File: config.mk
export PLATFORM = sky130hd
export DESIGN_NAME = pme_event_block
export DESIGN_NICKNAME = d
export VERILOG_FILES = /design/src/verilog/pme_pkg.sv /design/src/verilog/pme_event_block.sv /design/src/verilog/pme_sync.sv /design/src/verilog/pme_hold_timer.sv
export SDC_FILE = /design/constraint.sdc
export NUM_CORES = 1
export LEC_CHECK = 0
export BUFFER_PORTS_ARGS = -buffer_cell sky130_fd_sc_hd__buf_2
export CORE_ASPECT_RATIO = 1.2
export CORE_MARGIN = 1.5
export CORE_UTILIZATION = 55
export CTS_BUF_LIST = sky130_fd_sc_hd__clkbuf_8
export DETAILED_ROUTE_END_ITERATION = 6
export PLACE_DENSITY = 0.86
export SYNTH_ARGS = -nofsm -noshare
export SYNTH_HDL_FRONTEND = slang
export SYNTH_SLANG_ARGS = --single-unit
export TNS_END_PERCENT = 50
File: constraint.sdc
create_clock -name mclk_i -period 2.5 [get_ports mclk_i]
set_input_delay 0.5 -clock mclk_i [delete_from_list [all_inputs] [get_ports mclk_i]]
set_output_delay 0.5 -clock mclk_i [all_outputs]
set_load 0.005 [all_outputs]
File: src/verilog/pme_pkg.sv
// constants for the power-management event status/enable block
// assumes an 8-bit system i/o register port, offsets within the block
package pme_pkg;
   localparam int unsigned PME_ADDR_W = 4;
   localparam logic [3:0] PME_OFS_STS2 = 4'h1;
   localparam logic [3:0] PME_OFS_EN1 = 4'h2;
   localparam logic [7:0] PME_RST_BYTE = 8'h00;
   // second status register fields
   localparam int unsigned PME_B_BTN = 0;
   localparam int unsigned PME_B_RTC = 2;
   localparam int unsigned PME_B_OVR = 3;
   localparam int unsigned PME_B_WAK = 7;
   // first enable register fields
   localparam int unsigned PME_B_TIMER_EVENT_ENABLE = 0;
   localparam int unsigned PME_B_GLOBAL_EVENT_ENABLE = 5;
   // button override hold time
   localparam int unsigned PME_HOLD_S = 4;
   localparam int unsigned PME_CLK_HZ = 100_000_000;
   localparam int unsigned PME_HOLD_CYCLES = PME_HOLD_S * PME_CLK_HZ;
   // system power state, gray along on -> sleep -> off
   typedef enum logic [1:0] {
      PME_ST_ON = 2'h0,
      PME_ST_SLEEP = 2'h1,
      PME_ST_OFF = 2'h3
   } pme_state_t;
endpackage

File: src/verilog/pme_event_block.sv
// power-management event status register 2 and enable register 1
// assumes an 8-bit i/o port; neighbours supply the other enables

module pme_event_block import pme_pkg::*; #(
   parameter int unsigned HOLD_CYCLES = PME_HOLD_CYCLES
) (
   input wire logic mclk_i,
   input wire logic rst_b_i,
   input wire logic [PME_ADDR_W-1:0] io_addr_i,
   input wire logic io_wr_i,
   input wire logic io_rd_i,
   input wire logic [7:0] io_wdata_i,
   output logic [7:0] io_rdata_o,
   input wire logic button_in_i,
   input wire logic rtc_alarm_i,
   input wire logic resume_event_i,
   input wire logic sleep_request_i,
   input wire logic soft_off_request_i,
   input wire logic button_event_enable_i,
   input wire logic clock_alarm_enable_i,
   input wire logic button_override_enable_i,
   input wire logic control_interrupt_master_enable_i,
   input wire logic firmware_release_bit_i,
   input wire logic pm_counter_msb_i,
   input wire logic timer_status_clear_i,
   input wire logic global_status_clear_i,
   output logic timer_status_flag_o,
   output logic global_status_flag_o,
   output logic sci_o,
   output logic wake_event_o,
   output logic power_on_output_n_o,
   output logic power_on_oe_o
);
   logic [2:0] pins_sync;
   logic btn_prev;
   logic rtc_prev;
   logic msb_prev;
   logic hold_expired;
   logic button_status_flag;
   logic clock_alarm_status;
   logic button_override_status;
   logic wake_status_flag;
   logic timer_event_enable;
   logic global_event_enable;
   pme_state_t state;
   pme_state_t next_state;

   pme_sync #(
      .WIDTH(3)
   ) u_sync (
      .mclk_i(mclk_i),
      .rst_b_i(rst_b_i),
      .async_i({resume_event_i, rtc_alarm_i, button_in_i}),
      .sync_o(pins_sync)
   );

   wire btn_s = pins_sync[0];
   wire rtc_s = pins_sync[1];
   wire resume_s = pins_sync[2];

   pme_hold_timer #(
      .HOLD_CYCLES(HOLD_CYCLES)
   ) u_hold (
      .mclk_i(mclk_i),
      .rst_b_i(rst_b_i),
      .level_i(btn_s),
      .expired_o(hold_expired)
   );

   // register decode
   wire sel_sts2 = (io_addr_i == PME_OFS_STS2);
   wire sel_en1 = (io_addr_i == PME_OFS_EN1);
   wire wr_sts2 = io_wr_i && sel_sts2;
   wire wr_en1 = io_wr_i && sel_en1;
   wire clr_btn = wr_sts2 && io_wdata_i[PME_B_BTN];
   wire clr_rtc = wr_sts2 && io_wdata_i[PME_B_RTC];
   wire clr_ovr = wr_sts2 && io_wdata_i[PME_B_OVR];
   wire clr_wak_req = wr_sts2 && io_wdata_i[PME_B_WAK];

   // event detection
   wire btn_rise = btn_s && !btn_prev;
   wire rtc_rise = rtc_s && !rtc_prev;
   wire msb_change = (pm_counter_msb_i != msb_prev);
   wire override_fire = hold_expired && button_override_enable_i;

   // power state view
   wire in_working = (state == PME_ST_ON);
   wire in_sleep = (state == PME_ST_SLEEP);
   wire in_off = (state == PME_ST_OFF);
   wire button_wake = button_event_enable_i && button_status_flag;
   // override wins over a resume in the same cycle
   wire resume_now = (in_sleep || in_off) && !override_fire &&
                     (resume_s || button_wake);

   // interrupt sources
   wire src_btn = in_working && button_wake;
   wire src_rtc = clock_alarm_enable_i && clock_alarm_status;
   wire src_tmr = timer_event_enable && timer_status_flag_o;
   wire src_gbl = global_event_enable && global_status_flag_o;
   wire next_sci = control_interrupt_master_enable_i &&
                   (src_btn || src_rtc || src_tmr || src_gbl);

   wire [7:0] sts2_view = {wake_status_flag, 3'h0, button_override_status,
                           clock_alarm_status, 1'b0, button_status_flag};
   wire [7:0] en1_view = {2'h0, global_event_enable, 4'h0,
                          timer_event_enable};
   wire [7:0] next_rdata = sel_sts2 ? sts2_view :
                           sel_en1 ? en1_view : PME_RST_BYTE;

   always_ff @(posedge mclk_i or negedge rst_b_i) begin
      if (!rst_b_i) begin
         btn_prev <= 1'b0;
         rtc_prev <= 1'b0;
         msb_prev <= 1'b0;
      end else begin
         btn_prev <= btn_s;
         rtc_prev <= rtc_s;
         msb_prev <= pm_counter_msb_i;
      end
   end

   // press sets flag regardless of enable
   always_ff @(posedge mclk_i or negedge rst_b_i) begin
      if (!rst_b_i) begin
         button_status_flag <= 1'b0;
      end else if (override_fire) begin
         button_status_flag <= 1'b0;
      end else if (btn_rise) begin
         button_status_flag <= 1'b1;
      end else if (clr_btn) begin
         button_status_flag <= 1'b0;
      end
   end

   always_ff @(posedge mclk_i or negedge rst_b_i) begin
      if (!rst_b_i) begin
         clock_alarm_status <= 1'b0;
      end else if (rtc_rise) begin
         clock_alarm_status <= 1'b1;
      end else if (clr_rtc) begin
         clock_alarm_status <= 1'b0;
      end
   end

   always_ff @(posedge mclk_i or negedge rst_b_i) begin
      if (!rst_b_i) begin
         button_override_status <= 1'b0;
      end else if (override_fire) begin
         button_override_status <= 1'b1;
      end else if (clr_ovr) begin
         button_override_status <= 1'b0;
      end
   end

   always_ff @(posedge mclk_i or negedge rst_b_i) begin
      if (!rst_b_i) begin
         wake_status_flag <= 1'b0;
      end else if (resume_now) begin
         wake_status_flag <= 1'b1;
      end else if (clr_wak_req && !in_off) begin
         wake_status_flag <= 1'b0;
      end
   end

   always_ff @(posedge mclk_i or negedge rst_b_i) begin
      if (!rst_b_i) begin
         timer_status_flag_o <= 1'b0;
      end else if (msb_change) begin
         timer_status_flag_o <= 1'b1;
      end else if (timer_status_clear_i) begin
         timer_status_flag_o <= 1'b0;
      end
   end

   always_ff @(posedge mclk_i or negedge rst_b_i) begin
      if (!rst_b_i) begin
         global_status_flag_o <= 1'b0;
      end else if (firmware_release_bit_i) begin
         global_status_flag_o <= 1'b1;
      end else if (global_status_clear_i) begin
         global_status_flag_o <= 1'b0;
      end
   end

   always_ff @(posedge mclk_i or negedge rst_b_i) begin
      if (!rst_b_i) begin
         timer_event_enable <= PME_RST_BYTE[PME_B_TIMER_EVENT_ENABLE];
         global_event_enable <= PME_RST_BYTE[PME_B_GLOBAL_EVENT_ENABLE];
      end else if (wr_en1) begin
         timer_event_enable <= io_wdata_i[PME_B_TIMER_EVENT_ENABLE];
         global_event_enable <= io_wdata_i[PME_B_GLOBAL_EVENT_ENABLE];
      end
   end

   // power state machine
   always_comb begin
      next_state = state;
      unique case (state)
         PME_ST_ON: begin
            if (override_fire || soft_off_request_i) begin
               next_state = PME_ST_OFF;
            end else if (sleep_request_i) begin
               next_state = PME_ST_SLEEP;
            end
         end
         PME_ST_SLEEP: begin
            if (override_fire || soft_off_request_i) begin
               next_state = PME_ST_OFF;
            end else if (resume_now) begin
               next_state = PME_ST_ON;
            end
         end
         PME_ST_OFF: begin
            if (resume_now) begin
               next_state = PME_ST_ON;
            end
         end
         default: begin
            next_state = PME_ST_ON;
         end
      endcase
   end

   always_ff @(posedge mclk_i or negedge rst_b_i) begin
      if (!rst_b_i) begin
         state <= PME_ST_ON;
      end else begin
         state <= next_state;
      end
   end

   always_ff @(posedge mclk_i or negedge rst_b_i) begin
      if (!rst_b_i) begin
         power_on_output_n_o <= 1'b0;
         power_on_oe_o <= 1'b1;
      end else begin
         power_on_output_n_o <= in_off;
         power_on_oe_o <= !in_off;
      end
   end

   always_ff @(posedge mclk_i or negedge rst_b_i) begin
      if (!rst_b_i) begin
         sci_o <= 1'b0;
      end else begin
         sci_o <= next_sci;
      end
   end

   always_ff @(posedge mclk_i or negedge rst_b_i) begin
      if (!rst_b_i) begin
         wake_event_o <= 1'b0;
      end else begin
         wake_event_o <= in_sleep && button_wake;
      end
   end

   always_ff @(posedge mclk_i or negedge rst_b_i) begin
      if (!rst_b_i) begin
         io_rdata_o <= PME_RST_BYTE;
      end else if (io_rd_i) begin
         io_rdata_o <= next_rdata;
      end
   end

   property p_btn_set;
      @(posedge mclk_i) disable iff (!rst_b_i)
      btn_rise && !override_fire |=> button_status_flag;
   endproperty
   a_btn_set: assert property (p_btn_set)
      else $error("button press did not set flag");

   property p_btn_sci;
      @(posedge mclk_i) disable iff (!rst_b_i)
      control_interrupt_master_enable_i && in_working &&
      button_event_enable_i && button_status_flag |=> sci_o;
   endproperty
   a_btn_sci: assert property (p_btn_sci)
      else $error("enabled button flag gave no interrupt");

   property p_sleep_wake;
      @(posedge mclk_i) disable iff (!rst_b_i)
      in_sleep && button_wake && !override_fire && !soft_off_request_i
      |=> wake_event_o && state == PME_ST_ON;
   endproperty
   a_sleep_wake: assert property (p_sleep_wake)
      else $error("sleeping button did not wake");

   property p_w1c;
      @(posedge mclk_i) disable iff (!rst_b_i)
      clr_rtc && !rtc_rise |=> !clock_alarm_status;
   endproperty
   a_w1c: assert property (p_w1c)
      else $error("write one did not clear alarm flag");

   property p_w0_keep;
      @(posedge mclk_i) disable iff (!rst_b_i)
      wr_sts2 && !io_wdata_i[PME_B_OVR] && button_override_status
      |=> button_override_status;
   endproperty
   a_w0_keep: assert property (p_w0_keep)
      else $error("write zero changed override flag");

   property p_override;
      @(posedge mclk_i) disable iff (!rst_b_i)
      override_fire |=> button_override_status && !button_status_flag
      && in_off ##1 !power_on_oe_o;
   endproperty
   a_override: assert property (p_override)
      else $error("override did not reach soft-off");

   property p_ovr_flags;
      @(posedge mclk_i) disable iff (!rst_b_i)
      $rose(button_override_status) |-> !button_status_flag;
   endproperty
   a_ovr_flags: assert property (p_ovr_flags)
      else $error("override left button flag set");

   property p_rtc_set;
      @(posedge mclk_i) disable iff (!rst_b_i)
      $rose(rtc_s) |=> clock_alarm_status;
   endproperty
   a_rtc_set: assert property (p_rtc_set)
      else $error("alarm did not set flag");

   property p_rtc_sci;
      @(posedge mclk_i) disable iff (!rst_b_i)
      control_interrupt_master_enable_i && clock_alarm_enable_i &&
      clock_alarm_status |=> sci_o;
   endproperty
   a_rtc_sci: assert property (p_rtc_sci)
      else $error("enabled alarm gave no interrupt");

   property p_wak_set;
      @(posedge mclk_i) disable iff (!rst_b_i)
      in_off ##1 state == PME_ST_ON |-> wake_status_flag;
   endproperty
   a_wak_set: assert property (p_wak_set)
      else $error("resume from off did not set wake flag");

   property p_wak_off_keep;
      @(posedge mclk_i) disable iff (!rst_b_i)
      in_off && wake_status_flag |=> wake_status_flag;
   endproperty
   a_wak_off_keep: assert property (p_wak_off_keep)
      else $error("wake flag cleared while powered off");

   property p_reserved;
      @(posedge mclk_i) disable iff (!rst_b_i)
      io_rd_i && sel_en1 |=> io_rdata_o[4:1] == 4'h0 &&
      io_rdata_o[7:6] == 2'h0;
   endproperty
   a_reserved: assert property (p_reserved)
      else $error("reserved enable bits read nonzero");

   property p_tmr_gate;
      @(posedge mclk_i) disable iff (!rst_b_i)
      timer_status_flag_o && !timer_event_enable && !src_btn &&
      !src_rtc && !src_gbl |=> !sci_o;
   endproperty
   a_tmr_gate: assert property (p_tmr_gate)
      else $error("disabled timer flag raised interrupt");

   property p_gbl_sci;
      @(posedge mclk_i) disable iff (!rst_b_i)
      control_interrupt_master_enable_i && src_gbl |=> sci_o;
   endproperty
   a_gbl_sci: assert property (p_gbl_sci)
      else $error("global enable and flag gave no interrupt");

   property p_msb;
      @(posedge mclk_i) disable iff (!rst_b_i)
      msb_change |=> timer_status_flag_o;
   endproperty
   a_msb: assert property (p_msb)
      else $error("counter msb change did not set timer flag");

   property p_master;
      @(posedge mclk_i) disable iff (!rst_b_i)
      !control_interrupt_master_enable_i |=> !sci_o;
   endproperty
   a_master: assert property (p_master)
      else $error("interrupt raised with master enable off");
endmodule

File: src/verilog/pme_sync.sv
// two-flop synchroniser for a group of independent levels
// assumes each bit is a slow level from outside the clock domain
module pme_sync #(
   parameter int unsigned WIDTH = 1
) (
   input wire logic mclk_i,
   input wire logic rst_b_i,
   input wire logic [WIDTH-1:0] async_i,
   output logic [WIDTH-1:0] sync_o
);
   logic [WIDTH-1:0] stage1;

   always_ff @(posedge mclk_i or negedge rst_b_i) begin
      if (!rst_b_i) begin
         stage1 <= '0;
         sync_o <= '0;
      end else begin
         stage1 <= async_i;
         sync_o <= stage1;
      end
   end
endmodule

File: src/verilog/pme_hold_timer.sv
// hold timer: pulses once when a level has stayed high past a limit
// assumes level_i is already synchronised to mclk_i
module pme_hold_timer #(
   parameter int unsigned HOLD_CYCLES = 400_000_000,
   parameter int unsigned CNT_W = $clog2(HOLD_CYCLES + 2)
) (
   input wire logic mclk_i,
   input wire logic rst_b_i,
   input wire logic level_i,
   output logic expired_o
);
   localparam logic [CNT_W-1:0] LIMIT = CNT_W'(HOLD_CYCLES);
   logic [CNT_W-1:0] count;
   wire at_limit = (count == LIMIT);

   // counts each clock while held until one past LIMIT, then stops; restarts on release
   always_ff @(posedge mclk_i or negedge rst_b_i) begin
      if (!rst_b_i) begin
         count <= '0;
      end else if (!level_i) begin
         count <= '0;
      end else if (count <= LIMIT) begin
         count <= count + CNT_W'(1);
      end
   end

   always_ff @(posedge mclk_i or negedge rst_b_i) begin
      if (!rst_b_i) begin
         expired_o <= 1'b0;
      end else begin
         expired_o <= level_i && at_limit;
      end
   end
endmodule

Word-level counts from Yosys, hierarchy flattened
Index checks and enable logic that the tools add are counted.
{"block": "op_classes", "n_reduce_logical": 37, "muxes": 22, "n_lt_le_gt_ge": 1, "eq_ne": 8, "addsub": 1}
{"cell": "$mux 29", "count": 2}
{"cell": "$add 29x1->29 const B", "count": 1}
{"cell": "$eq 29x29->1 const B", "count": 1}
{"cell": "$le 29x29->1 const B", "count": 1}
{"cell": "$logic_and 1x1->1", "count": 20}
{"cell": "$mux 1", "count": 13}
{"cell": "$reduce_bool 2->1", "count": 5}
{"cell": "$mux 2", "count": 4}
{"cell": "$mux 8", "count": 1}
{"cell": "$logic_or 1x1->1", "count": 6}
{"cell": "$mux 6", "count": 1}
{"cell": "$pmux 2 s3", "count": 1}
{"cell": "$eq 4x1->1 const B", "count": 1}
{"cell": "$eq 4x2->1 const B", "count": 1}
{"cell": "$logic_not 1->1", "count": 4}
{"cell": "$ne 3x2->1 const B", "count": 1}
{"cell": "$reduce_bool 3->1", "count": 1}
{"cell": "$eq 2x1->1 const B", "count": 1}
{"cell": "$eq 2x2->1 const B", "count": 1}
{"cell": "$logic_not 2->1", "count": 1}
{"cell": "$ne 2x1->1 const B", "count": 1}
{"cell": "$ne 1x1->1", "count": 1}
{"block": "word_totals", "input_bits": 29, "reg_bits": 61}

Longest topological paths before layout
{"block": "logic_depth", "ltp_word": 7, "ltp_mapped": 9, "mapped_depth_nobuf": 7}

Hierarchy
From an unflattened synthesis, not the netlist that was laid out.
{"block": "unflattened", "hier_cells": 245, "hier_area_um2": 2723.9}
{"module": "pme_hold_timer", "cells_each": 166, "area_per_inst_um2": 1677.9, "n_inst": 1}
{"module": "pme_event_block", "cells_each": 73, "area_per_inst_um2": 895.9, "n_inst": 1}
{"module": "pme_sync", "cells_each": 6, "area_per_inst_um2": 150.1, "n_inst": 1}

Worst setup path before layout
No wires, ideal clock.
{"block": "synth_timing", "path_kind": "register -> register", "startpoint": "register u_hold.count[9]", "endpoint": "register u_hold.count[18]", "stages_incl_launch_ff": 8, "setup_ns": 0.078, "n_path_buf": 1, "path_slack_ns": 0.256, "synth_period_minus_slack_ns": 2.244, "arrival_time_ns": 2.166, "t_required_ns": 2.422, "path_cell_list": "dfrtp_1 > nor4_1 > nand4_1 > or4_1 > and2_4 > buf_6 > or4_1 > a21oi_1"}
{"block": "synth_via", "elab_chain_len": 3, "elab_cells_between_ends": 5, "classes_between": "1 x add/sub; 1 x order compare; 1 x eq/ne; 2 x mux"}
{"element": "start: declaration", "line": "pme_hold_timer.sv:13", "source": "logic [CNT_W-1:0] count;"}
{"element": "start signal: assignment", "line": "pme_hold_timer.sv:23", "source": "count <= count + CNT_W'(1);"}
{"element": "$add 29x1->29", "line": "pme_hold_timer.sv:23"}
{"element": "$mux 29", "line": "pme_hold_timer.sv:22", "source": "end else if (count <= LIMIT) begin"}
{"element": "$mux 29", "line": "pme_hold_timer.sv:20", "source": "end else if (!level_i) begin"}
Parallel ways exist; a longest one is shown, timed or not. The select of a mux whose other input is x is not followed.
A chain may end at the register's enable or synchronous reset.

Worst setup path in the final report
{"block": "layout_timing", "startpoint": "register u_hold.count[8]", "endpoint": "register u_hold.count[14]"}
The elaborated chain is that of the path after synthesis.

==> results.yml <==
worst_setup_path:
  critPathLaunchType: "flip-flop"
  critPathBufInv: 0
  cp_top_family: "simple AND/OR/NAND/NOR gates"
  cp-startpoint: "u_hold.count[8]$_DFFE_PN0P_"
  critPathArrivalTime_ns: 2.60
  slowest_delay_ns: 0.58
  setup.worst_path.end_class: "flip-flop"
  crit_path_max_fanout: 11
  cp_slowest_cell: "or4_4"
  r2r-start: "u_hold.count[8]$_DFFE_PN0P_"
  required_ns: 2.76
  crit_type: "flip-flop to flip-flop"
  crit_chain: "nor4_1 -> nand4_1 -> or4_4 -> and2_4 -> or4_1 -> a21oi_1"
detailed_routing:
  routedWlPerCell_um: 14.9
  dr.pass1.iters: 4
  drc: 0
  dr.first_iter.drc_count: 156
  ant_nets: 0
  drt-total-wl_mm: 5.79
  vias: 2217
  viasPerCell: 5.71
pwr:
  ir_drop_mv: 0.444
  p_leak_nw: 1.46
  clkPwrFrac_pct: 44.5
  switching_power_w: 0.000493
  p_int_w: 0.00169
  switching_share_pct: 22.6
  p_comb_share_pct: 7.3
  powerDensity_nw_per_um2: 665
  pwr-share-seq_pct: 48.2
finish:
  drive_gt1_share_pct: 23.9
  n_antenna_cell: 0
  fin_util_pct: 70.3
  fin_nets: 356
  multi_input_area_um2: 1180
  seq_area_um2: 1450
  syn_to_final_growth_pct: 20.8
  fillers: 375
timing:
  drv_slew: 0
  grt_setup_unrepaired: "no"
  fmax_ghz: 0.427
  hold_viol: 0
  setup_viol: 0
  slew_headroom_pct: 53.3
  layout_min_cycle_time_ns: 2.34
  fin_crit_sh_pct: 93.7
  skew_ns: 0.0102
  tightestPinTransition_ns: 0.701
  fin_tns_setup_ns: 0
  layout_setup_ws_ns: 0.159
synth:
  netlist.top_cell.by_area: "dfrtp_1"
  synth_largest_type_area_fraction_pct: 52.6
  yosysMostFrequentCell: "dfrtp_1"
  muxShareOfSynthArea_pct: 2.31
  synth_ff_type: "dfrtp_1"
  yosysWarnings: 0
  syn_inst: 274
  netlist_top_cells_count: "57 x dfrtp_1, 23 x nand2_1, 22 x nor2_1, 18 x a21oi_1, 18 x nand3_1"
  synth-seq-cells: 58
  synth-simple-area-share_pct: 21.7
  ys_seq_area_share_pct: 53.5
  synth_cell_types: 43
  syn_avg_cell_area_um2: 9.90
  synth-xor-area-share_pct: 4.52
  synth-edff-count: 0
  async_reset_ff_share_pct: 100
  synth-compound-area-share_pct: 12.1
  synthTopCellsByArea: "dfrtp_1 53%, xnor2_1 4.5%, a21oi_1 3.3%, nand3_1 3.3%, nand2_1 3.2%"
  netlist_area_um2: 2710
  synthAdderAreaFrac_pct: 0.922
  synth_top_family_by_area: "simple AND/OR/NAND/NOR gates"
floorplanning:
  rows: 27
  dieArea_um2: 5370
  start_util_pct: 58.2
  fp.dieH_um: 80.0
  coreArea_um2: 4660
  die_w_um: 67.1
  pin_count: 43
clock_network:
  cts_hold_buffers: 0
  post_cts.repair.setup_buffers: 0
  tritoncts: "yes"
  cts.sinks: 58
  clk_latency_ns: 0.35
  cts-root-buf: "clkbuf_8"
  path_clk_slew_ns: 0.07
  cts_buffers: 9
  cts_resized: 0
  h-tree-depth: 3
  clockBufferDepth: 2
grt:
  grt_pass1_wl_mm: 9.42
  grt_pass1_vias: 2071
  overflow: 0
  grt_usage_pct: 24.0
  antenna_found_initial: 0
  grt_max_degree: 35
run:
  maxCapViolCount: 0
placed_design:
  pre_cts_slack_ns: 0.0470
  io_buffers: 36
  dp_hpwl_mm: 3.91
  gp_congestion: 0.874
min_path:
  hold_class: "input port to asynchronous set/reset pin"
outcome:
  outcome: "finished, final reports clean"
==> sequential cells by signal, summed over array words and instances (netlist names) <==
register,count
button_status_flag,1
state,2
wake_event_o,1
u_hold.expired_o,1
wake_status_flag,1
sci_o,1
global_status_flag_o,1
io_rdata_o,5
button_override_status,1
power_on_oe_o,1
u_hold.count,29
u_sync.stage1,3
timer_event_enable,1
msb_prev,1
power_on_output_n_o,1
clock_alarm_status,1
rtc_prev,1
timer_status_flag_o,1
global_event_enable,1
btn_prev,1
u_sync.sync_o,3
==> routing by layer <==
| layer | part of all wire (%) | vias to the layer above | wire [um] | global-route usage (%) |
|---|---|---|---|---|
| li1 | - | 1068 | - | - |
| met1 | 43 | 1086 | 2470 | 29.6 |
| met2 | 51 | 49 | 2940 | 38.4 |
| met3 | 3.9 | 14 | 226 | 4.80 |
| met4 | 2.6 | 0 | 152 | 14.3 |
| met5 | 0 | - | 0 | 0 |
==> cells in the final DEF (no fill, tap or decap), drive strengths merged, types with 2 or more instances in the layout <==
master,count
nor2,22
conb,3
a2111oi,3
dfrtp,57
ha,2
or4,5
inv,16
a21oi,18
o21ai,15
a211oi,3
clkinv,3
nand4,6
mux2,2
or3,6
a21o,2
nor3,5
bufinv,2
nor4,4
xnor2,14
o31ai,7
nand2,23
and4,5
buf,50
nand3,18
and3,4
clkbuf,11
nor4b,2
nand2b,3
and2,5
mux2i,4
==> worst paths after layout <==
| path | end | slack [ns] | cells after the start |
|---|---|---|---|
| setup / recovery | u_hold.count[14]$_DFFE_PN0P_ | 0.16 | 6 |
| hold / removal | button_override_status$_DFFE_PN0P_ | 0.19 | 1 |
| setup reg to reg | u_hold.count[14]$_DFFE_PN0P_ | 0.16 | 6 |
| min in group mclk_i | u_sync.stage1[0]$_DFF_PN0_ | 0.27 | 1 |
| hold reg to reg | u_sync.sync_o[2]$_DFF_PN0_ | 0.34 | 0 |
| max in group asynchronous | u_hold.count[21]$_DFFE_PN0P_ | 1.64 | 2 |
==> power by group through the flow <==
stage	sequential, W	clock (W)	combinational [W]
floorplan	0.00106	0	0.0000772
global placement	0.00106	0	0.000153
detailed placement	0.00107	0	0.000161
CTS	0.00105	0.000985	0.000163
global route	0.00106	0.00102	0.000185
finish	0.00105	0.000971	0.000159
==> area by class of cell <==
class / instances / area share (%)
Multi-Input combinational cell: 190 / 36.0
Clock inverter: 5 / 2.37
Sequential cell: 58 / 44.3
Tap cell: 58 / 2.21
Inverter: 16 / 1.83
Clock buffer: 11 / 4.62
Timing Repair Buffer: 50 / 8.70
==> metrics by stage <==
stage	hold slack (ns)	std cells	total power, W	cell area [um^2]
after floorplan	0.204	276	0.00114	2720
after global placement	0.332	371	0.00122	3010
after detailed placement	0.336	371	0.00123	3010
after CTS	0.227	387	0.00220	3240
after global routing	0.262	388	0.00226	3280
final	0.195	388	0.00218	3280
==> logic make-up after synthesis <==
| family | after synthesis |
|---|---|
| AND/OR/NAND/NOR | 111 |
| XOR/XNOR | 14 |
| buffers and inverters | 29 |
| flip-flops | 58 |
| other | 1 |
| AO/OA/AOI/OAI | 53 |
| adder cells (fa/ha/maj) | 2 |
| multiplexers | 6 |
Note: power is estimated with default switching activity, not from simulation.
